<file path="src/hdl/chg_pkg.sv">
// Package of register map, field layout and timing constants for the charge counter
package chg_pkg;
  localparam logic [7:0] ADR_CTRL = 8'h00;
  localparam logic [7:0] ADR_SCALE = 8'h04;
  localparam logic [7:0] ADR_COUNT = 8'h08;
  localparam logic [7:0] ADR_FAULT = 8'h0C;
  localparam logic [7:0] ADR_CURR = 8'h10;
  localparam logic [7:0] ADR_THR = 8'h14;
  localparam logic [7:0] ADR_ISTAT = 8'h18;
  localparam logic [7:0] ADR_IMASK = 8'h1C;
  localparam int CTL_RST = 0;
  localparam int CTL_RUN = 1;
  localparam int CTL_CDIS = 2;
  localparam int CTL_ACAL = 3;
  localparam int CTL_DITH = 4;
  localparam int CTL_RES_LO = 5;
  localparam int CTL_INT_LO = 7;
  localparam int IRQ_PERIOD = 0;
  localparam int IRQ_EOC = 1;
  localparam logic [14:0] SCALE_RST = 15'h0111;
  localparam logic [1:0] RES_RST = 2'h0;
  localparam logic [1:0] INTEG_RST = 2'h1;
  localparam logic [11:0] THR_RST = 12'h000;
  localparam logic [15:0] COUNT_ROLL = 16'h8000;
  localparam int CLK_PERIOD_NS = 10;
  localparam int RESET_TIME_NS = 40000;
  localparam int RESET_CYC = RESET_TIME_NS / CLK_PERIOD_NS;
  localparam logic [12:0] RESET_CYC_V = 13'(RESET_CYC);
  localparam int BASE_PERIOD_S = 4;

  typedef enum {CHG_HALT, CHG_CLEAR, CHG_RUN} chg_state_t;

  // Counts of decimator steps per charge count: 1, 2, 5, 10
  function automatic logic [4:0] chg_res_mult(input logic [1:0] sel);
    case (sel)
      2'h0: chg_res_mult = 5'h01;
      2'h1: chg_res_mult = 5'h02;
      2'h2: chg_res_mult = 5'h05;
      default: chg_res_mult = 5'h0A;
    endcase
  endfunction : chg_res_mult
endpackage : chg_pkg

</file>
<file path="src/hdl/chg_dec_if.sv">
// Interface between the counter control and the bitstream decimator
`timescale 1ns/1ps
interface chg_dec_if;
  logic sample;
  logic run;
  logic clear;
  logic [14:0] scale;
  logic step_up;
  logic step_dn;
  modport ctl (output sample, run, clear, scale, input step_up, step_dn);
  modport dec (input sample, run, clear, scale, output step_up, step_dn);
endinterface : chg_dec_if

</file>
<file path="src/hdl/chg_counter.sv">
// Charge counter control, averaged current, end-of-charge check and AHB-Lite registers
// Operation
// - Resolution field scales counts 100-1000 mC
// - Decimator steps counter at programmed scale
// - Reset bit clears logic, self-clears within 40us
// - Run bit starts; clearing holds count
// - Offset correction (chopping) on unless disabled
// - Calibration bit shorts converter inputs
// - Dither applies only with correction enabled
// - End-of-charge when current reaches threshold
// - End-of-charge mode forces run, ignores reset
// - Settings stay writable during end-of-charge
// - Fault flag on overflow, write-one clear
// - Fault when counter equals 0x8000
// - Read-only 12-bit average battery current
// - Period select 4/8/16/32 s, 8 s default
// - Current LSB 25 mA at 100 mC, 4 s
`timescale 1ns/1ps
module chg_counter
  import chg_pkg::*;
#(
  parameter int unsigned BASE_PERIOD_CYC = BASE_PERIOD_S * 100000000
)(
  input wire logic clk,
  input wire logic rst,
  input wire logic hsel,
  input wire logic [31:0] haddr,
  input wire logic [1:0] htrans,
  input wire logic hwrite,
  input wire logic [2:0] hsize,
  input wire logic [31:0] hwdata,
  input wire logic hready,
  output logic [31:0] hrdata,
  output logic hreadyout,
  output logic hresp,
  input wire logic adc_bit,
  input wire logic eoc_mode,
  output logic charge_complete,
  output logic input_short,
  output logic dither_enable,
  output logic chop,
  output logic irq
);
  chg_dec_if dif ();

  logic adc_meta_ff;
  logic adc_sync_ff;
  logic wr_pend_ff;
  logic [7:0] wr_addr_ff;
  logic [31:0] hrdata_ff;
  logic hreadyout_ff;
  logic run_bit_ff;
  logic cdis_ff;
  logic acal_ff;
  logic dith_ff;
  logic dith_out_ff;
  logic [1:0] res_ff;
  logic [1:0] integ_ff;
  logic [14:0] scale_ff;
  logic [11:0] thr_ff;
  logic [1:0] imask_ff;
  logic [1:0] istat_ff;
  logic irq_ff;
  logic fault_ff;
  logic chop_ff;
  logic [12:0] rst_cnt_ff;
  chg_state_t state_ff;
  chg_state_t nxt_state;
  logic signed [4:0] pre_ff;
  logic [15:0] count_ff;
  logic [15:0] nxt_count;
  logic [15:0] snap_ff;
  logic [11:0] curr_ff;
  logic [33:0] tmr_ff;
  logic [33:0] period_cyc;
  logic period_end;
  logic eoc_seen_ff;
  logic eoc_done_ff;
  logic run_eff;
  logic ap_take;
  logic wr_ctrl;
  logic rst_req;
  logic cnt_up;
  logic cnt_dn;
  logic signed [15:0] delta;
  logic [31:0] rd_mux;
  logic [4:0] mult;

  // Converter bitstream is asynchronous to clk
  always_ff @(posedge clk or posedge rst) begin
    if (rst) begin
      adc_meta_ff <= 1'b0;
      adc_sync_ff <= 1'b0;
    end else begin
      adc_meta_ff <= adc_bit;
      adc_sync_ff <= adc_meta_ff;
    end
  end

  // Chopping flips converter polarity each sample; undoing it cancels offset
  always_ff @(posedge clk or posedge rst) begin
    if (rst) begin
      chop_ff <= 1'b0;
    end else begin
      chop_ff <= ~cdis_ff & ~chop_ff;
    end
  end

  // AHB-Lite bus: zero wait states, always OKAY
  assign ap_take = hsel & htrans[1] & hready;
  assign wr_ctrl = wr_pend_ff && wr_addr_ff == ADR_CTRL;
  assign rst_req = wr_ctrl & hwdata[CTL_RST] & ~eoc_mode;

  always_ff @(posedge clk or posedge rst) begin
    if (rst) begin
      wr_pend_ff <= 1'b0;
      wr_addr_ff <= 8'h00;
      hreadyout_ff <= 1'b0;
    end else begin
      wr_pend_ff <= ap_take & hwrite;
      wr_addr_ff <= haddr[7:0];
      hreadyout_ff <= 1'b1;
    end
  end

  always_comb begin
    rd_mux = 32'h00000000;
    case (haddr[7:0])
      ADR_CTRL: begin
        rd_mux[CTL_RST] = state_ff == CHG_CLEAR;
        rd_mux[CTL_RUN] = run_bit_ff;
        rd_mux[CTL_CDIS] = cdis_ff;
        rd_mux[CTL_ACAL] = acal_ff;
        rd_mux[CTL_DITH] = dith_ff;
        rd_mux[CTL_RES_LO +: 2] = res_ff;
        rd_mux[CTL_INT_LO +: 2] = integ_ff;
      end
      ADR_SCALE: rd_mux[14:0] = scale_ff;
      ADR_COUNT: rd_mux[15:0] = count_ff;
      ADR_FAULT: rd_mux[0] = fault_ff;
      ADR_CURR: rd_mux[11:0] = curr_ff;
      ADR_THR: rd_mux[11:0] = thr_ff;
      ADR_ISTAT: rd_mux[1:0] = istat_ff;
      ADR_IMASK: rd_mux[1:0] = imask_ff;
      default: rd_mux = 32'h00000000;
    endcase
  end

  always_ff @(posedge clk or posedge rst) begin
    if (rst) begin
      hrdata_ff <= 32'h00000000;
    end else if (ap_take & ~hwrite) begin
      hrdata_ff <= rd_mux;
    end
  end

  // Settings stay writable in every mode, end-of-charge included
  always_ff @(posedge clk or posedge rst) begin
    if (rst) begin
      run_bit_ff <= 1'b0;
      cdis_ff <= 1'b0;
      acal_ff <= 1'b0;
      dith_ff <= 1'b0;
      res_ff <= RES_RST;
      integ_ff <= INTEG_RST;
    end else if (wr_ctrl) begin
      run_bit_ff <= hwdata[CTL_RUN];
      cdis_ff <= hwdata[CTL_CDIS];
      acal_ff <= hwdata[CTL_ACAL];
      dith_ff <= hwdata[CTL_DITH];
      res_ff <= hwdata[CTL_RES_LO +: 2];
      integ_ff <= hwdata[CTL_INT_LO +: 2];
    end
  end

  always_ff @(posedge clk or posedge rst) begin
    if (rst) begin
      scale_ff <= SCALE_RST;
      thr_ff <= THR_RST;
      imask_ff <= 2'h0;
    end else if (wr_pend_ff) begin
      if (wr_addr_ff == ADR_SCALE) begin
        scale_ff <= hwdata[14:0];
      end
      if (wr_addr_ff == ADR_THR) begin
        thr_ff <= hwdata[11:0];
      end
      if (wr_addr_ff == ADR_IMASK) begin
        imask_ff <= hwdata[1:0];
      end
    end
  end

  // Converter-side controls
  always_ff @(posedge clk or posedge rst) begin
    if (rst) begin
      dith_out_ff <= 1'b0;
    end else begin
      dith_out_ff <= dith_ff & ~cdis_ff;
    end
  end

  // Run/clear sequencing; end-of-charge mode keeps counting
  assign run_eff = run_bit_ff | eoc_mode;

  always_comb begin
    nxt_state = state_ff;
    case (state_ff)
      CHG_CLEAR: begin
        if (rst_cnt_ff == RESET_CYC_V - 13'h0001) begin
          nxt_state = run_eff ? CHG_RUN : CHG_HALT;
        end
      end
      CHG_RUN: begin
        if (rst_req) begin
          nxt_state = CHG_CLEAR;
        end else if (!run_eff) begin
          nxt_state = CHG_HALT;
        end
      end
      CHG_HALT: begin
        if (rst_req) begin
          nxt_state = CHG_CLEAR;
        end else if (run_eff) begin
          nxt_state = CHG_RUN;
        end
      end
      default: nxt_state = CHG_HALT;
    endcase
    if (eoc_mode && state_ff == CHG_CLEAR) begin
      nxt_state = CHG_RUN;
    end
  end

  always_ff @(posedge clk or posedge rst) begin
    if (rst) begin
      state_ff <= CHG_HALT;
      rst_cnt_ff <= 13'h0000;
    end else begin
      state_ff <= nxt_state;
      rst_cnt_ff <= (state_ff == CHG_CLEAR) ? rst_cnt_ff + 13'h0001 : 13'h0000;
    end
  end

  assign dif.sample = adc_sync_ff ^ chop_ff;
  assign dif.run = state_ff == CHG_RUN;
  assign dif.clear = state_ff == CHG_CLEAR;
  assign dif.scale = scale_ff;

  chg_decim u_decim (
    .clk(clk),
    .rst(rst),
    .d(dif)
  );

  // Resolution prescaler between decimator steps and charge counts
  assign mult = chg_res_mult(res_ff);

  always_ff @(posedge clk or posedge rst) begin
    if (rst) begin
      pre_ff <= 5'sh00;
    end else if (dif.clear || cnt_up || cnt_dn) begin
      pre_ff <= 5'sh00;
    end else if (dif.step_up) begin
      pre_ff <= pre_ff + 5'sh01;
    end else if (dif.step_dn) begin
      pre_ff <= pre_ff - 5'sh01;
    end
  end

  assign cnt_up = dif.step_up && pre_ff + 5'sh01 >= signed'(mult);
  assign cnt_dn = dif.step_dn && pre_ff - 5'sh01 <= -signed'(mult);

  always_comb begin
    nxt_count = count_ff;
    if (cnt_up) begin
      nxt_count = count_ff + 16'h0001;
    end else if (cnt_dn) begin
      nxt_count = count_ff - 16'h0001;
    end
  end

  always_ff @(posedge clk or posedge rst) begin
    if (rst) begin
      count_ff <= 16'h0000;
    end else if (dif.clear) begin
      count_ff <= 16'h0000;
    end else begin
      count_ff <= nxt_count;
    end
  end

  // Fault: landing on 0x8000 or leaving it in either direction; set beats clear
  always_ff @(posedge clk or posedge rst) begin
    if (rst) begin
      fault_ff <= 1'b0;
    end else if ((cnt_up || cnt_dn) &&
                 (nxt_count == COUNT_ROLL || count_ff == COUNT_ROLL)) begin
      fault_ff <= 1'b1;
    end else if (wr_pend_ff && wr_addr_ff == ADR_FAULT && hwdata[0]) begin
      fault_ff <= 1'b0;
    end
  end

  // Averaging period: count delta over period, LSB = resolution / period
  assign period_cyc = 34'(BASE_PERIOD_CYC) << integ_ff;
  assign period_end = dif.run && tmr_ff >= period_cyc - 34'h000000001;
  assign delta = signed'(count_ff - snap_ff);

  always_ff @(posedge clk or posedge rst) begin
    if (rst) begin
      tmr_ff <= 34'h000000000;
      snap_ff <= 16'h0000;
      curr_ff <= 12'h000;
    end else if (dif.clear) begin
      tmr_ff <= 34'h000000000;
      snap_ff <= 16'h0000;
    end else if (period_end) begin
      tmr_ff <= 34'h000000000;
      snap_ff <= count_ff;
      curr_ff <= delta[11:0];
    end else if (dif.run) begin
      tmr_ff <= tmr_ff + 34'h000000001;
    end
  end

  // First period in the mode may be partial, so it is not judged
  always_ff @(posedge clk or posedge rst) begin
    if (rst) begin
      eoc_seen_ff <= 1'b0;
      eoc_done_ff <= 1'b0;
    end else if (!eoc_mode) begin
      eoc_seen_ff <= 1'b0;
      eoc_done_ff <= 1'b0;
    end else if (period_end) begin
      eoc_seen_ff <= 1'b1;
      if (eoc_seen_ff && delta <= signed'({4'h0, thr_ff})) begin
        eoc_done_ff <= 1'b1;
      end
    end
  end

  // Interrupt status: set beats write-one clear; fault has no interrupt
  always_ff @(posedge clk or posedge rst) begin
    if (rst) begin
      istat_ff <= 2'h0;
      irq_ff <= 1'b0;
    end else begin
      for (int i = 0; i < 2; i++) begin
        if (wr_pend_ff && wr_addr_ff == ADR_ISTAT && hwdata[i]) begin
          istat_ff[i] <= 1'b0;
        end
      end
      if (period_end) begin
        istat_ff[IRQ_PERIOD] <= 1'b1;
      end
      if (period_end && eoc_mode && eoc_seen_ff && !eoc_done_ff &&
          delta <= signed'({4'h0, thr_ff})) begin
        istat_ff[IRQ_EOC] <= 1'b1;
      end
      irq_ff <= |(istat_ff & imask_ff);
    end
  end

  assign hrdata = hrdata_ff;
  assign hreadyout = hreadyout_ff;
  assign hresp = 1'b0;
  assign charge_complete = eoc_done_ff;
  assign input_short = acal_ff;
  assign dither_enable = dith_out_ff;
  assign chop = chop_ff;
  assign irq = irq_ff;
endmodule : chg_counter

</file>
<file path="src/hdl/chg_decim.sv">
// Up/down decimator turning the converter bitstream into unit steps
`timescale 1ns/1ps
module chg_decim
  import chg_pkg::*;
(
  input wire logic clk,
  input wire logic rst,
  chg_dec_if.dec d
);
  logic signed [16:0] acc_ff;
  logic signed [16:0] nxt_acc;
  logic signed [16:0] lim;
  logic step_up_ff;
  logic step_dn_ff;

  always_comb begin
    // Zero scale would step every sample in both signs; treat it as one
    lim = (d.scale == 15'h0000) ? 17'sh00001 : signed'({2'b00, d.scale});
    nxt_acc = acc_ff + (d.sample ? 17'sh00001 : -17'sh00001);
  end

  always_ff @(posedge clk or posedge rst) begin
    if (rst) begin
      acc_ff <= 17'sh00000;
      step_up_ff <= 1'b0;
      step_dn_ff <= 1'b0;
    end else if (d.clear) begin
      acc_ff <= 17'sh00000;
      step_up_ff <= 1'b0;
      step_dn_ff <= 1'b0;
    end else if (d.run) begin
      step_up_ff <= nxt_acc >= lim;
      step_dn_ff <= nxt_acc <= -lim;
      if (nxt_acc >= lim || nxt_acc <= -lim) begin
        acc_ff <= 17'sh00000;
      end else begin
        acc_ff <= nxt_acc;
      end
    end else begin
      // Halted: contents kept for a later restart
      step_up_ff <= 1'b0;
      step_dn_ff <= 1'b0;
    end
  end

  assign d.step_up = step_up_ff;
  assign d.step_dn = step_dn_ff;
endmodule : chg_decim

</file>
<file path="config.mk">
export PLATFORM = sky130hd
export DESIGN_NAME = chg_counter
export DESIGN_NICKNAME = d
export VERILOG_FILES = /design/src/hdl/chg_pkg.sv /design/src/hdl/chg_dec_if.sv /design/src/hdl/chg_counter.sv /design/src/hdl/chg_decim.sv
export SDC_FILE = /design/constraint.sdc
export NUM_CORES = 1
export LEC_CHECK = 0
export ABC_AREA = 1
export BUFFER_PORTS_ARGS = -buffer_cell sky130_fd_sc_hd__buf_2
export CAP_MARGIN = 20
export CORE_ASPECT_RATIO = 1.4
export CORE_MARGIN = 3
export CORE_UTILIZATION = 40
export DETAILED_ROUTE_END_ITERATION = 6
export GPL_TIMING_DRIVEN = 0
export PLACE_DENSITY = 0.65
export SLEW_MARGIN = 20
export SYNTH_ARGS = -nofsm -noshare
export SYNTH_HDL_FRONTEND = slang
export SYNTH_SLANG_ARGS = --single-unit
</file>
<file path="constraint.sdc">
create_clock -name clk -period 11.9 [get_ports clk]
set_clock_uncertainty 0.1 [all_clocks]
set_input_delay 2.38 -clock clk [delete_from_list [all_inputs] [get_ports clk]]
set_output_delay 2.38 -clock clk [all_outputs]
set_load 0.02 [all_outputs]
</file>
== Word-level counts from Yosys, hierarchy flattened ==
Cells that the tools add are included.

* Flip-flop bits (word level): 220
* Input bits: 76
* Output and inout port bits: 39
* Word-level logic and storage cells: 181

* Add/sub/neg operators: 11
* Order comparisons: 6
* Equal/unequal tests: 26
* Shift-type cells: 1
* Multiplexer cells: 47
* Bitwise operators: 16
* Reductions and logical operators: 41

{| class="wikitable"
|+ Operators with widths
! operator !! number
|-
| $mux 32 || 6
|-
| $mux 34 || 3
|-
| $pmux 32 s3 || 1
|-
| $mux 16 || 5
|-
| $mux 17 || 4
|-
| $eq 32x2->1 const B || 2
|-
| $eq 8x5->1 const B || 7
|-
| $pmux 7 s5 || 1
|-
| $add 34x1->34 const B || 1
|-
| $ge 34x34->1 || 1
|-
| $shl 29x2->34 const A || 1
|-
| $sub 34x1->34 const B || 1
|-
| $eq 16x16->1 const B || 2
|-
| $eq 32x1->1 const B || 1
|-
| $eq 32x3->1 const B || 1
|-
| $logic_not 32->1 || 1
|-
| $eq 8x4->1 const B || 3
|-
| $add 17x17->17 || 1
|-
| $ge 17x17->1 || 1
|-
| $le 17x17->1 || 1
|-
| $neg 17->17 || 1
|-
| $add 16x1->16 const B || 1
|-
| $eq 8x3->1 const B || 2
|-
| $le 16x13->1 || 1
|-
| other kinds (40) || 99
|}

== Logic depth before layout (Yosys ltp) ==
Gate-level depths: netlist of the first run.

* Depth in word-level cells: 11
* Mapped depth: 31
* Gate-level depth less buffers: 29

== Cells and area by module ==
A second synthesis of the first run with hierarchy kept.

* Cells, all modules: 1800
* Area, all modules: 13422.9 µm²

{| class="wikitable"
|+ By module, submodules not included
! module !! times used !! cells an instance !! area each (µm²) !! sequential area each (µm²)
|-
| chg_counter || 1 || 1390 || 10721.5 || 4284.1
|-
| chg_decim || 1 || 410 || 2701.3 || 475.5
|}

== Worst setup path after synthesis of the first run ==
OpenSTA, ideal clock, no wires.

* Path type: input to register
* From: in haddr[1]
* To: reg hrdata_ff[1], in the netlist hrdata[1]
* Setup time: 0.066 ns
* Arrival time: 3.540 ns
* Required time: 11.734 ns
* Slack: 8.194 ns
* Stages on the path: 8
* Path buffers: 0
* Cell sequence: or2_2 > nor3_1 > nand2_1 > inv_1 > nand2_1 > o2111ai_1 > o21ai_0 > nand2_1

* Word-level cells in the longest chain between the ends: 2
* Elaborated cells between the ends (all ways): 8
* Classes of those cells: 6 x eq/ne; 1 x mux; 1 x reduce/logical

{| class="wikitable"
|+ RTL lines
! element !! line !! source
|-
| start, declared || chg_counter.sv:27 || <nowiki>input wire logic [31:0] haddr,</nowiki>
|-
| $eq 8x5->1, or another cell as far along || chg_counter.sv:128 || <nowiki>case (haddr[7:0])</nowiki>
|-
| $pmux 1 s7 * || chg_counter.sv:128 ||
|-
| end signal, assigned || chg_counter.sv:153 || <nowiki>hrdata_ff <= rd_mux;</nowiki>
|-
| end, declared || chg_counter.sv:50 || <nowiki>logic [31:0] hrdata_ff;</nowiki>
|}

Every way passes the cells marked *; elsewhere a longest branch is shown, timed or not.
A chain may end at the register's enable or synchronous reset.

== Worst setup path in the final report of the first run ==
* From: reg count_ff[0]
* To: reg istat_ff[1]

* Word-level cells in the longest chain between the ends: 4
* Elaborated cells between the ends (all ways): 5
* Classes of those cells: 1 x add/sub; 1 x order compare; 1 x mux; 2 x reduce/logical

{| class="wikitable"
|+ RTL lines
! element !! line !! source
|-
| start, declared || chg_counter.sv:70 || <nowiki>logic [15:0] count_ff;</nowiki>
|-
| start signal, assigned || chg_counter.sv:289 || <nowiki>count_ff <= nxt_count;</nowiki>
|-
| $sub 16x16->16 * || chg_counter.sv:308 || <nowiki>assign delta = signed'(count_ff - snap_ff);</nowiki>
|-
| net delta[11] || chg_counter.sv:85 || <nowiki>logic signed [15:0] delta;</nowiki>
|-
| $le 16x13->1 * || chg_counter.sv:358 || <nowiki>delta <= signed'({4'h0, thr_ff})) begin</nowiki>
|-
| $logic_and 1x1->1 * || chg_counter.sv:357 || <nowiki>if (period_end && eoc_mode && eoc_seen_ff && !eoc_done_ff &&</nowiki>
|-
| $mux 1 or $reduce_bool 2->1 (tied branches) || -- ||
|-
| end signal, assigned by index || chg_counter.sv:351 || <nowiki>istat_ff[i] <= 1'b0;</nowiki>
|-
| end signal, assigned by index || chg_counter.sv:355 || <nowiki>istat_ff[IRQ_PERIOD] <= 1'b1;</nowiki>
|-
| end signal, assigned by index || chg_counter.sv:359 || <nowiki>istat_ff[IRQ_EOC] <= 1'b1;</nowiki>
|-
| end, declared || chg_counter.sv:62 || <nowiki>logic [1:0] istat_ff;</nowiki>
|}

The timed path passes the listed nets; every way through them passes the cells marked *.

==> Implementation_results.wiki, run 1 <==
{| class="wikitable"
! Metric !! Value
|-
| Portion of synthesized cell area occupied by the leading cell type || 34.60%
|-
| Uppermost signal routing layer after detailed routing || met4
|-
| Critical path arrival || 4.98 ns
|-
| Global-route total usage across every layer || 21.46%
|-
| Count of final max-slew check failures || 0
|-
| IO Pins || 115
|-
| Reg2Reg Depth || 17
|-
| Area of the die || 35900 µm²
|-
| Vias in the first global route || 12237
|-
| Count of final setup violators || 0
|-
| Result of the run || finished clean
|-
| Clock-pin slew on the worst setup and hold paths || 0.07 ns
|-
| Layout-stage area growth over the synthesis result || 11.10%
|-
| Yosys warnings || 0
|-
| Wire length of the first global-routing pass || 61490 µm
|-
| Fraction of the mapped netlist area in compound gates || 12.44%
|-
| Post-synthesis share of cell area spent on and, or, nand and nor gates || 27.18%
|-
| Net count, final || 2083
|-
| Share of synthesized area occupied by flip-flops and latches || 35.38%
|-
| Std-Cell Core Area || 32790 µm²
|-
| Setup TNS || 0 ns
|-
| Buffers from clock root to sink, at most || 2
|-
| # rows || 78
|-
| Xor/xnor cell area share of the yosys netlist || 5.702%
|-
| Final hold slack || 0.2652 ns
|-
| Post-synthesis instance total || 1807
|-
| Antenna violations before repair || 0
|-
| Final ANT Viol Nets || 0
|-
| Post-route cell area || 14940 µm²
|-
| Setup repair bufs after CTS || 0
|-
| CTS hold repair buffers || 0
|-
| Drt initial violations || 655
|-
| Clock Root Buffer || sky130_fd_sc_hd__clkbuf_16
|-
| Setup repair after global routing missed its margin || no
|-
| Final cycle utilization of the critical path || 39.34%
|-
| CP max FO || 10
|-
| # H-tree levels || 4
|-
| Kind of critical path || register to register
|-
| Pwr/cell area || 205.6 nW/µm²
|-
| Average via count per standard cell || 5.168
|-
| Type of element capturing the critical path || register
|-
| Top cells by instance count after synthesis || sky130_fd_sc_hd__nand2_1 (433), sky130_fd_sc_hd__inv_1 (225), sky130_fd_sc_hd__dfrtp_1 (186), sky130_fd_sc_hd__nor2_1 (171), sky130_fd_sc_hd__o21ai_0 (113)
|-
| RePlAce Congestion || 0.8971
|-
| Initial Utilization || 41.02%
|-
| DR WL/cell || 16.11 µm
|-
| Post-cts gate resize count || 0
|-
| Data required, critical path || 12.20 ns
|-
| Met2 routed wirelength || 20340 µm
|-
| # clock sinks || 190
|-
| Worst skew pair latency || 0.46 ns
|-
| Cell taking the most area after synthesis || sky130_fd_sc_hd__dfrtp_1
|-
| Dominant combinational cell family by area after synthesis || simple AND/OR/NAND/NOR gates
|-
| Fraction of final layout cells with drive strength greater than 1 || 9.827%
|-
| HPWL reported at the end of detailed placement || 30340 µm
|-
| Overall power after layout || 3072 µW
|-
| Maximum number of pins on one net before global-route repair || 81
|-
| # DRC || 0
|-
| Adder-cell share of the synthesized area || 10.01%
|-
| Worst supply voltage drop on vdd || 0.1180 mV
|-
| Number of enable-type register cells in the synthesized netlist || 0
|-
| Setup crit start kind || register
|-
| Number of diodes added for antenna fixing || 0
|-
| Utilization of the core after routing || 45.57%
|-
| Number of violations of the max-capacitance limit || 0
|-
| Post-synthesis register bit count || 190
|-
| Detailed route wirelength on metal3 || 1226 µm
|-
| GR Overflow Total || 0
|-
| Die height || 223.0 µm
|-
| Count of different cell masters after synthesis || 62
|-
| Vias || 12160
|-
| Leakage power total || 0.007568 µW
|-
| Worst hold-check path type || register to register
|-
| Post-layout min period || 4.681 ns
|-
| Maximum clock rate || 213.6 MHz
|-
| Routed wire length || 37910 µm
|-
| Multiplexer area fraction after synthesis || 0%
|-
| Number of hold violations in the final report || 0
|-
| Flip-flop cell with the highest count after synthesis || sky130_fd_sc_hd__dfrtp_1
|-
| CTS tree || yes
|-
| Leading cell type by number of instances after synthesis || sky130_fd_sc_hd__nand2_1
|-
| Cell area after technology mapping || 13450 µm²
|-
| Number of detailed-route iterations in the first pass || 5
|-
| Horiz. Die Dim || 161.0 µm
|-
| Total routed wire length on the met1 layer || 14810 µm
|-
| Standard cell area after detailed placement || 14400 µm²
|-
| Slew at the pin with the worst max-slew slack || 0.7898 ns
|-
| Relative max-transition margin || 46.79%
|-
| Port bufs || 52
|-
| Number of buffers created by CTS || 17
|-
| Mean post-synth cell area || 7.444 µm²
|-
| Proportion of synthesized flip-flops having asynchronous set or reset || 100.0%
|-
| Biggest area contributors in the synthesized netlist || sky130_fd_sc_hd__dfrtp_1 (35%), sky130_fd_sc_hd__nand2_1 (12%), sky130_fd_sc_hd__ha_1 (9.9%)
|-
| Depth of the worst hold-timing path || 0
|}
==> final cells by class <==
type / count / area (µm²)
multi-input cells: 1337 / 7525
clock inverters: 13 / 111.4
inverters: 234 / 885.9
plain buffers: 66 / 364.1
fillers: 3372 / 17850
repair buffers: 54 / 315.3
clock buffers: 19 / 432.9
well taps: 440 / 550.5
flip-flops and latches: 190 / 4760
==> final timing paths <==
path | start | to | slack [ns]
max in group asynchronous | rst | integ_ff[0] | 9.16
min reg2reg | adc_meta_ff | adc_sync_ff | 0.27
min | adc_meta_ff | adc_sync_ff | 0.27
max reg2reg | count_ff[0] | istat_ff[1] | 7.22
max | count_ff[0] | istat_ff[1] | 7.22
min in group asynchronous | rst | wr_addr_ff[7] | 1.81
==> logic make-up (layout without fill, tap and decap cells) <==
| group | after synthesis | in the layout |
|---|---|---|
| buf+inv | 300 | 386 |
| fa+ha+maj | 107 | 107 |
| simple gates | 836 | 836 |
| other cells | 2 | 22 |
| xor+xnor | 82 | 82 |
| compound gates | 290 | 290 |
| flops | 190 | 190 |
==> through the flow <==
step / setup slack [ns] / std cells
2_1_floorplan: 4.256 / 1827
3_3_place_gp: 1.894 / 2319
3_5_place_dp: 7.169 / 2321
4_1_cts: 7.160 / 2353
5_1_grt: 6.747 / 2353
6_report: 7.219 / 2353
==> registers in the layout, indices dropped and copies added (netlist names), 13 cells and up <==
signal and cells:
count_ff 16, dif.scale 15, hrdata 16, rst_cnt_ff 13, snap_ff 16, tmr_ff 34, u_decim.acc_ff 17
==> worst max-delay path, cell delays in order (launching register included) <==
cell	delay (ns)
sky130_fd_sc_hd__dfrtp_1	0.52
sky130_fd_sc_hd__clkinv_1	0.40
sky130_fd_sc_hd__ha_1	0.33
sky130_fd_sc_hd__inv_1	0.09
sky130_fd_sc_hd__nand3_1	0.08
sky130_fd_sc_hd__nand2_1	0.10
sky130_fd_sc_hd__a21boi_0	0.18
sky130_fd_sc_hd__o21ai_0	0.31
sky130_fd_sc_hd__a31oi_1	0.19
sky130_fd_sc_hd__o21ai_0	0.23
sky130_fd_sc_hd__xor2_1	0.12
sky130_fd_sc_hd__ha_1	0.34
sky130_fd_sc_hd__nand4_1	0.13
sky130_fd_sc_hd__o41ai_1	0.52
sky130_fd_sc_hd__nand3_1	0.11
sky130_fd_sc_hd__o21ai_0	0.65
sky130_fd_sc_hd__nand2_1	0.13
sky130_fd_sc_hd__nand2_1	0.09
==> per-layer routing <==
layer,GRT usage [%],vias up
li1,-,6065
met4,9.608,0
met1,23.32,5755
met3,3.102,82
met5,0,-
met2,40.79,258
==> placed cells by master (no fill, tap or decap), types with 5 or more instances in the layout <==
cell / netlist / routed
sky130_fd_sc_hd__nand3_1: 89 / 89
sky130_fd_sc_hd__nor2_4: 5 / 5
sky130_fd_sc_hd__nor3_1: 47 / 47
sky130_fd_sc_hd__nand2_1: 433 / 433
sky130_fd_sc_hd__clkinv_4: 0 / 6
sky130_fd_sc_hd__clkbuf_16: 0 / 17
sky130_fd_sc_hd__nand3b_1: 6 / 6
sky130_fd_sc_hd__nand2_2: 11 / 11
sky130_fd_sc_hd__o21ai_2: 10 / 10
sky130_fd_sc_hd__inv_1: 225 / 224
sky130_fd_sc_hd__inv_2: 7 / 7
sky130_fd_sc_hd__buf_2: 13 / 65
sky130_fd_sc_hd__nor4_1: 13 / 13
sky130_fd_sc_hd__nor2_1: 171 / 171
sky130_fd_sc_hd__xor2_1: 59 / 59
sky130_fd_sc_hd__nor2_2: 6 / 6
sky130_fd_sc_hd__xnor2_1: 18 / 18
sky130_fd_sc_hd__dfrtp_1: 186 / 186
sky130_fd_sc_hd__ha_1: 106 / 106
sky130_fd_sc_hd__nand3_2: 5 / 5
sky130_fd_sc_hd__buf_4: 20 / 20
sky130_fd_sc_hd__clkbuf_1: 30 / 32
sky130_fd_sc_hd__conb_1: 2 / 22
sky130_fd_sc_hd__o21ai_0: 113 / 113
sky130_fd_sc_hd__nand2_4: 6 / 6
sky130_fd_sc_hd__o41ai_1: 6 / 6
sky130_fd_sc_hd__a221oi_1: 8 / 8
sky130_fd_sc_hd__a21oi_1: 88 / 88
sky130_fd_sc_hd__a211oi_1: 6 / 6
sky130_fd_sc_hd__nand4_1: 32 / 32
sky130_fd_sc_hd__o22ai_1: 30 / 30
==> power by group <==
group / switching, µW / internal, µW
Clock: 277 / 272
Sequential: 100 / 769
Combinational: 1080 / 573
Total: 1460 / 1610
No activity file was read; power rests on OpenSTA's default activity.
==> run 2, diff against run 1 <==
Settings changed: ABC_AREA 1 to 0, PLACE_DENSITY 0.65 to 0.68.
Clock period 11.9 ns to 4.2 ns, I/O delays scaled along.
==> Implementation_results.wiki, run 2 <==
{| class="wikitable"
! Metric !! Value
|-
| Mean post-synth cell area || 9.275 µm²
|-
| Flip-flop cell with the highest count after synthesis || sky130_fd_sc_hd__dfrtp_1
|-
| Final cycle utilization of the critical path || 108.7%
|-
| Reg2Reg Depth || 20
|-
| Number of hold violations in the final report || 0
|-
| Final ANT Viol Nets || 0
|-
| Area of the die || 33970 µm²
|-
| Cell area after technology mapping || 12710 µm²
|-
| GR Overflow Total || 0
|-
| IO Pins || 115
|-
| # H-tree levels || 4
|-
| Leakage power total || 0.006541 µW
|-
| # clock sinks || 190
|-
| Worst r2r dst || u_decim.acc_ff[5]
|-
| Critical path arrival || 4.77 ns
|-
| CTS hold repair buffers || 0
|-
| Post-synthesis register bit count || 190
|-
| Post-route cell area || 14620 µm²
|-
| RePlAce Congestion || 0.9198
|-
| Hold EP || adc_sync_ff
|-
| Top cells by instance count after synthesis || sky130_fd_sc_hd__dfrtp_1 (186), sky130_fd_sc_hd__nor2_1 (118), sky130_fd_sc_hd__ha_1 (106), sky130_fd_sc_hd__nand2_1 (102), sky130_fd_sc_hd__inv_1 (86)
|-
| Multiplexer area fraction after synthesis || 4.766%
|-
| Worst min-delay path startpoint || adc_meta_ff
|-
| Worst hold-check path type || register to register
|-
| Average via count per standard cell || 5.724
|-
| Initial Utilization || 40.99%
|-
| Count of final setup violators || 18
|-
| Fraction of final layout cells with drive strength greater than 1 || 16.99%
|-
| Die height || 216.9 µm
|-
| Yosys warnings || 0
|-
| Setup crit start kind || register
|-
| Cell taking the most area after synthesis || sky130_fd_sc_hd__dfrtp_1
|-
| Commonest cells after routing, fill and taps aside || sky130_fd_sc_hd__dfrtp_1 (183), sky130_fd_sc_hd__nor2_1 (114), sky130_fd_sc_hd__ha_1 (103), sky130_fd_sc_hd__nand2_1 (101), sky130_fd_sc_hd__inv_1 (84)
|-
| Leading registers by flop count || tmr_ff: 34 flops, u_decim.acc_ff: 17 flops
|-
| Layout-stage area growth over the synthesis result || 15.03%
|-
| Slew at the pin with the worst max-slew slack || 0.9610 ns
|-
| Worst skew pair latency || 0.45 ns
|-
| Count of different cell masters after synthesis || 94
|-
| Fraction of the mapped netlist area in compound gates || 15.53%
|-
| Setup slack of the critical path after layout || -0.3660 ns
|-
| Post-synthesis instance total || 1370
|-
| Biggest area contributors in the synthesized netlist || sky130_fd_sc_hd__dfrtp_1 (37%), sky130_fd_sc_hd__ha_1 (10%), sky130_fd_sc_hd__xnor2_1 (4.6%)
|-
| Routed wire length || 35330 µm
|-
| Depth of the worst hold-timing path || 0
|-
| Clock-pin slew on the worst setup and hold paths || 0.07 ns
|-
| Register with the highest flop count || tmr_ff
|-
| Result of the run || complete, but fails checks
|-
| CTS tree || yes
|-
| Standard cell area after detailed placement || 13710 µm²
|-
| Post-Layout Cell Count || 1887
|-
| Adder-cell share of the synthesized area || 10.59%
|-
| Wire length of the first global-routing pass || 56390 µm
|-
| Violations in the final reports || negative setup slack
|-
| Number of violations of the max-capacitance limit || 0
|-
| Leading cell type by number of instances after synthesis || sky130_fd_sc_hd__dfrtp_1
|-
| Port bufs || 52
|-
| DR WL/cell || 18.72 µm
|-
| Worst supply voltage drop on vdd || 0.4692 mV
|-
| Antenna violations before repair || 2
|-
| Flip-flop count of the largest register, all copies and words added || 34
|-
| Number of buffers created by CTS || 17
|-
| Data required, critical path || 4.40 ns
|-
| Proportion of synthesized flip-flops having asynchronous set or reset || 100.0%
|-
| Dominant combinational cell family by area after synthesis || simple AND/OR/NAND/NOR gates
|-
| Placed cell count || 1838
|-
| # rows || 76
|-
| Kind of critical path || register to register
|-
| Std-Cell Core Area || 31000 µm²
|-
| Portion of synthesized cell area occupied by the leading cell type || 36.63%
|-
| HPWL reported at the end of detailed placement || 27020 µm
|-
| Post-layout min period || 4.566 ns
|-
| Post-synthesis share of cell area spent on and, or, nand and nor gates || 19.52%
|-
| Buffers from clock root to sink, at most || 2
|-
| Maximum number of pins on one net before global-route repair || 35
|-
| Vias in the first global route || 10976
|-
| Drt initial violations || 654
|-
| Type of element capturing the critical path || register
|-
| Net count, final || 1665
|-
| Count of final max-slew check failures || 0
|-
| Setup repair after global routing missed its margin || yes
|-
| # DRC || 0
|-
| Clock Root Buffer || sky130_fd_sc_hd__clkbuf_16
|-
| Global-route total usage across every layer || 20.98%
|-
| Pwr/cell area || 693.6 nW/µm²
|-
| Number of enable-type register cells in the synthesized netlist || 0
|-
| Number of detailed-route iterations in the first pass || 6
|-
| Most common library cell in the layout ignoring fill and taps || sky130_fd_sc_hd__dfrtp_1
|-
| Maximum clock rate || 219.0 MHz
|-
| Share of synthesized area occupied by flip-flops and latches || 37.46%
|-
| Number of fill cells || 2949
|-
| Xor/xnor cell area share of the yosys netlist || 6.400%
|-
| Horiz. Die Dim || 156.6 µm
|-
| Worst r2r src || adc_sync_ff
|-
| Setup slack of the worst register-to-register path || -0.37 ns
|-
| Relative max-transition margin || 35.34%
|-
| Vias || 10802
|-
| CP max FO || 5
|}
[run 2: cell types whose count changed in the layout (fill, tap and decap cells not counted), sizes merged, moves of 32 or more]
| cell | previous run | this run |
|---|---|---|
| mux2 | 0 | 32 |
| xnor2 | 18 | 67 |
| o21ai | 124 | 74 |
| inv | 235 | 87 |
| xor2 | 64 | 25 |
| a21oi | 89 | 53 |
| nand3 | 94 | 59 |
| nor2 | 182 | 119 |
| nand2 | 451 | 103 |
[run 2: how the worst max path moves through the flow]
| stage | to | slack, ns | cells after the start | from |
|---|---|---|---|---|
| detailed placement | u_decim.acc_ff[5] | -0.86 | 21 | chop |
| global route | u_decim.acc_ff[5] | -0.53 | 20 | adc_sync_ff |
| finish | u_decim.acc_ff[5] | -0.37 | 20 | adc_sync_ff |
| global placement | u_decim.acc_ff[10] | -0.83 | 20 | chop |
| floorplan | u_decim.acc_ff[10] | -0.31 | 20 | chop |
| CTS | u_decim.acc_ff[5] | -0.39 | 20 | adc_sync_ff |
[run 2: through the flow]
| stage | setup TNS [ns] | hold WS (ns) | setup slack, ns | util, % | total power, µW |
|---|---|---|---|---|---|
| floorplan | -4.678 | 0.2312 | -0.3143 | - | 6557 |
| global placement | -96.25 | 0.2313 | -0.8324 | 43.81 | 7735 |
| detailed placement | -16.25 | 0.2396 | -0.8609 | 44.24 | 7896 |
| CTS | -5.522 | 0.2560 | -0.3868 | 46.50 | 9714 |
| global route | -8.275 | 0.2710 | -0.5275 | 47.13 | 10880 |
| finish | -5.442 | 0.2521 | -0.3660 | 47.15 | 10140 |
[run 2: power breakdown]
| part | internal, µW | switching, µW | leakage [µW] |
|---|---|---|---|
| Combinational | 2480 | 3270 | 0.00390 |
| Sequential | 2310 | 550 | 0.00238 |
| Clock | 779 | 755 | 0.000258 |
[run 2: kinds of logic after synthesis]
group,after synthesis
buffers and inverters,167
AO/OA/AOI/OAI,283
XOR/XNOR,92
other,2
flip-flops,190
AND/OR/NAND/NOR,480
adder cells (fa/ha/maj),107
multiplexers,49
[run 2: cell type report]
class | count | area [µm²] | share of cell area, %
diodes | 2 | 5.005 | 0.03424
well taps | 390 | 488.0 | 3.338
clock inverters | 11 | 86.33 | 0.5907
multi-input cells | 1033 | 7551 | 51.66
repair buffers | 76 | 526.8 | 3.604
clock buffers | 21 | 450.4 | 3.082
inverters | 88 | 339.1 | 2.320
plain buffers | 76 | 406.6 | 2.782
flip-flops and latches | 190 | 4763 | 32.59
[run 2: repair_timing]
action                     4_1_cts  5_1_grt
cloned                           2        1
gates resized for setup         19       37
buffers inserted                11        4
setup endpoints to repair       21       47
pin swaps                       14       13
[run 2: layer usage]
metal	track usage (%)	part of all wire, %	vias up
met5	0	0	-
met4	9.518	4.5	0
met3	3.879	5.0	82
met2	36.95	51	297
met1	24.59	39	5285
li1	-	-	5138
[run 2: critical path: stages, from the launching register on]
cell                        delay, ns
sky130_fd_sc_hd__dfrtp_1         0.43
sky130_fd_sc_hd__xor2_4          0.21
sky130_fd_sc_hd__clkbuf_8        0.15
sky130_fd_sc_hd__xnor2_2         0.12
sky130_fd_sc_hd__ha_2            0.20
sky130_fd_sc_hd__a21oi_4         0.15
sky130_fd_sc_hd__a211oi_4        0.06
sky130_fd_sc_hd__or4_4           0.44
sky130_fd_sc_hd__or4_4           0.46
sky130_fd_sc_hd__nand2_4         0.11
sky130_fd_sc_hd__xor2_4          0.20
sky130_fd_sc_hd__ha_4            0.23
sky130_fd_sc_hd__a21o_1          0.20
sky130_fd_sc_hd__a211o_1         0.32
sky130_fd_sc_hd__a2111oi_4       0.23
sky130_fd_sc_hd__a21oi_2         0.10
sky130_fd_sc_hd__o311ai_2        0.10
sky130_fd_sc_hd__a211oi_2        0.17
sky130_fd_sc_hd__buf_4           0.22
sky130_fd_sc_hd__a31oi_2         0.17
sky130_fd_sc_hd__a31oi_1         0.06
==> run 3, diff against run 2 <==
Settings changed: PLACE_DENSITY 0.68 to 0.69.
==> Implementation_results.wiki, run 3 (synthesis results as in run 2) <==
{| class="wikitable"
! Metric !! Value
|-
| HPWL reported at the end of detailed placement || 27010 µm
|-
| Worst skew pair latency || 0.46 ns
|-
| Area of the die || 33970 µm²
|-
| Pwr/cell area || 689.0 nW/µm²
|-
| # rows || 76
|-
| Setup slack of the worst register-to-register path || -0.45 ns
|-
| Kind of critical path || register to register
|-
| Flip-flop count of the largest register, all copies and words added || 34
|-
| GR Overflow Total || 0
|-
| Data required, critical path || 4.41 ns
|-
| CTS hold repair buffers || 0
|-
| Hold EP || adc_sync_ff
|-
| Global-route total usage across every layer || 20.76%
|-
| Worst supply voltage drop on vdd || 0.4107 mV
|-
| Number of fill cells || 2923
|-
| Overall power after layout || 10090 µW
|-
| Leading registers by flop count || tmr_ff: 34 flops, u_decim.acc_ff: 17 flops
|-
| Net count, final || 1663
|-
| Wire length of the first global-routing pass || 55420 µm
|-
| Result of the run || complete, but fails checks
|-
| Clock Root Buffer || sky130_fd_sc_hd__clkbuf_16
|-
| RePlAce Congestion || 0.8989
|-
| Setup repair after global routing missed its margin || yes
|-
| Violations in the final reports || negative setup slack
|-
| IO Pins || 115
|-
| Worst hold-check path type || register to register
|-
| CP max FO || 5
|-
| Final ANT Viol Nets || 0
|-
| # H-tree levels || 4
|-
| Maximum number of pins on one net before global-route repair || 33
|-
| Count of final setup violators || 19
|-
| Reg2Reg Depth || 20
|-
| Port bufs || 52
|-
| Die height || 216.9 µm
|-
| Clock-pin slew on the worst setup and hold paths || 0.08 ns
|-
| Vias in the first global route || 10689
|-
| Worst r2r dst || u_decim.acc_ff[8]
|-
| Buffers from clock root to sink, at most || 2
|-
| Leakage power total || 0.006545 µW
|-
| Type of element capturing the critical path || register
|-
| Critical path arrival || 4.86 ns
|-
| Number of detailed-route iterations in the first pass || 5
|-
| Number of violations of the max-capacitance limit || 0
|-
| Commonest cells after routing, fill and taps aside || sky130_fd_sc_hd__dfrtp_1 (183), sky130_fd_sc_hd__nor2_1 (115), sky130_fd_sc_hd__ha_1 (102), sky130_fd_sc_hd__nand2_1 (101), sky130_fd_sc_hd__inv_1 (84)
|-
| Setup crit start kind || register
|-
| CTS tree || yes
|-
| # DRC || 0
|-
| Worst min-delay path startpoint || adc_meta_ff
|-
| Post-layout min period || 4.648 ns
|-
| Initial Utilization || 40.99%
|-
| Routed wire length || 34830 µm
|-
| Count of final max-slew check failures || 0
|-
| Post-Place Setup Slack || -0.8242 ns
|-
| Final cycle utilization of the critical path || 110.7%
|-
| DR WL/cell || 18.49 µm
|-
| Vias || 10744
|-
| Horiz. Die Dim || 156.6 µm
|-
| Slew at the pin with the worst max-slew slack || 0.9650 ns
|-
| Number of hold violations in the final report || 0
|-
| Drt initial violations || 664
|-
| Number of buffers created by CTS || 17
|-
| Final hold slack || 0.2524 ns
|-
| Antenna violations before repair || 1
|-
| Std-Cell Core Area || 31000 µm²
|-
| Setup slack of the critical path after layout || -0.4478 ns
|-
| Average via count per standard cell || 5.703
|-
| Relative max-transition margin || 35.07%
|-
| Register with the highest flop count || tmr_ff
|-
| Worst r2r src || adc_sync_ff
|-
| Depth of the worst hold-timing path || 0
|-
| Fraction of final layout cells with drive strength greater than 1 || 16.54%
|-
| Most common library cell in the layout ignoring fill and taps || sky130_fd_sc_hd__dfrtp_1
|-
| Layout-stage area growth over the synthesis result || 15.20%
|-
| Maximum clock rate || 215.2 MHz
|-
| # clock sinks || 190
|}
-- run 3: critical path, stage by stage, from the launching register on --
cell and delay [ns]:
sky130_fd_sc_hd__dfrtp_1 0.43, sky130_fd_sc_hd__xor2_4 0.21, sky130_fd_sc_hd__buf_8 0.13, sky130_fd_sc_hd__xnor2_2 0.13, sky130_fd_sc_hd__ha_2 0.21, sky130_fd_sc_hd__a21oi_4 0.15, sky130_fd_sc_hd__a211oi_4 0.06, sky130_fd_sc_hd__or4_4 0.49
sky130_fd_sc_hd__or4_4 0.45, sky130_fd_sc_hd__nand2_4 0.11, sky130_fd_sc_hd__xor2_4 0.20, sky130_fd_sc_hd__ha_4 0.23, sky130_fd_sc_hd__a21o_1 0.19, sky130_fd_sc_hd__a211o_1 0.29, sky130_fd_sc_hd__a2111oi_2 0.24, sky130_fd_sc_hd__a21oi_1 0.14
sky130_fd_sc_hd__o311ai_2 0.11, sky130_fd_sc_hd__a211oi_2 0.19, sky130_fd_sc_hd__clkbuf_8 0.22, sky130_fd_sc_hd__a31oi_1 0.17, sky130_fd_sc_hd__a31oi_1 0.06
-- run 3: how the worst max path moves through the flow --
stage / to / startpoint / slack [ns]
floorplan: u_decim.acc_ff[10] / chop / -0.31
global placement: u_decim.acc_ff[10] / chop / -0.82
detailed placement: u_decim.acc_ff[14] / chop / -0.82
CTS: u_decim.acc_ff[8] / adc_sync_ff / -0.40
global route: u_decim.acc_ff[5] / adc_sync_ff / -0.58
finish: u_decim.acc_ff[8] / adc_sync_ff / -0.45
-- run 3: cell type report --
cell class	instances	area (µm²)	share of cell area [%]
buffer	76	416.7	2.846
inverter	88	336.6	2.299
timing repair buffer	74	510.5	3.487
tap	390	488.0	3.333
clock inverter	13	153.9	1.051
sequential	190	4763	32.54
antenna	1	2.502	0.01709
multi-input combinational	1033	7525	51.40
clock buffer	19	442.9	3.026
-- run 3: repair_timing --
action,in CTS,in global routing
gates cloned,2,0
pin swaps,18,7
endpoints found under the setup margin,21,52
gates resized for setup,25,21
setup buffers,11,3
-- run 3: report_power, final --
part           total (µW)  switching, µW  internal (µW)
clock network        1690            781            909
logic                5560           3150           2410
registers            2840            531           2310
-- run 3: layer usage --
| metal | global-route usage [%] | share of wire, % |
|---|---|---|
| met1 | 24.77 | 41 |
| met2 | 36.09 | 51 |
| met3 | 2.845 | 4.0 |
| met4 | 10.83 | 4.8 |
| met5 | 0 | 0 |
-- run 3: per-stage QoR --
stage	utilization, %	setup TNS [ns]	std cells	cell area (µm²)
global route	47.22	-8.893	1883	14640
floorplan	-	-4.678	1390	12830
CTS	46.80	-5.913	1882	14510
global placement	43.81	-90.91	1832	13580
finish	47.22	-6.903	1884	14640
detailed placement	44.21	-15.09	1838	13710
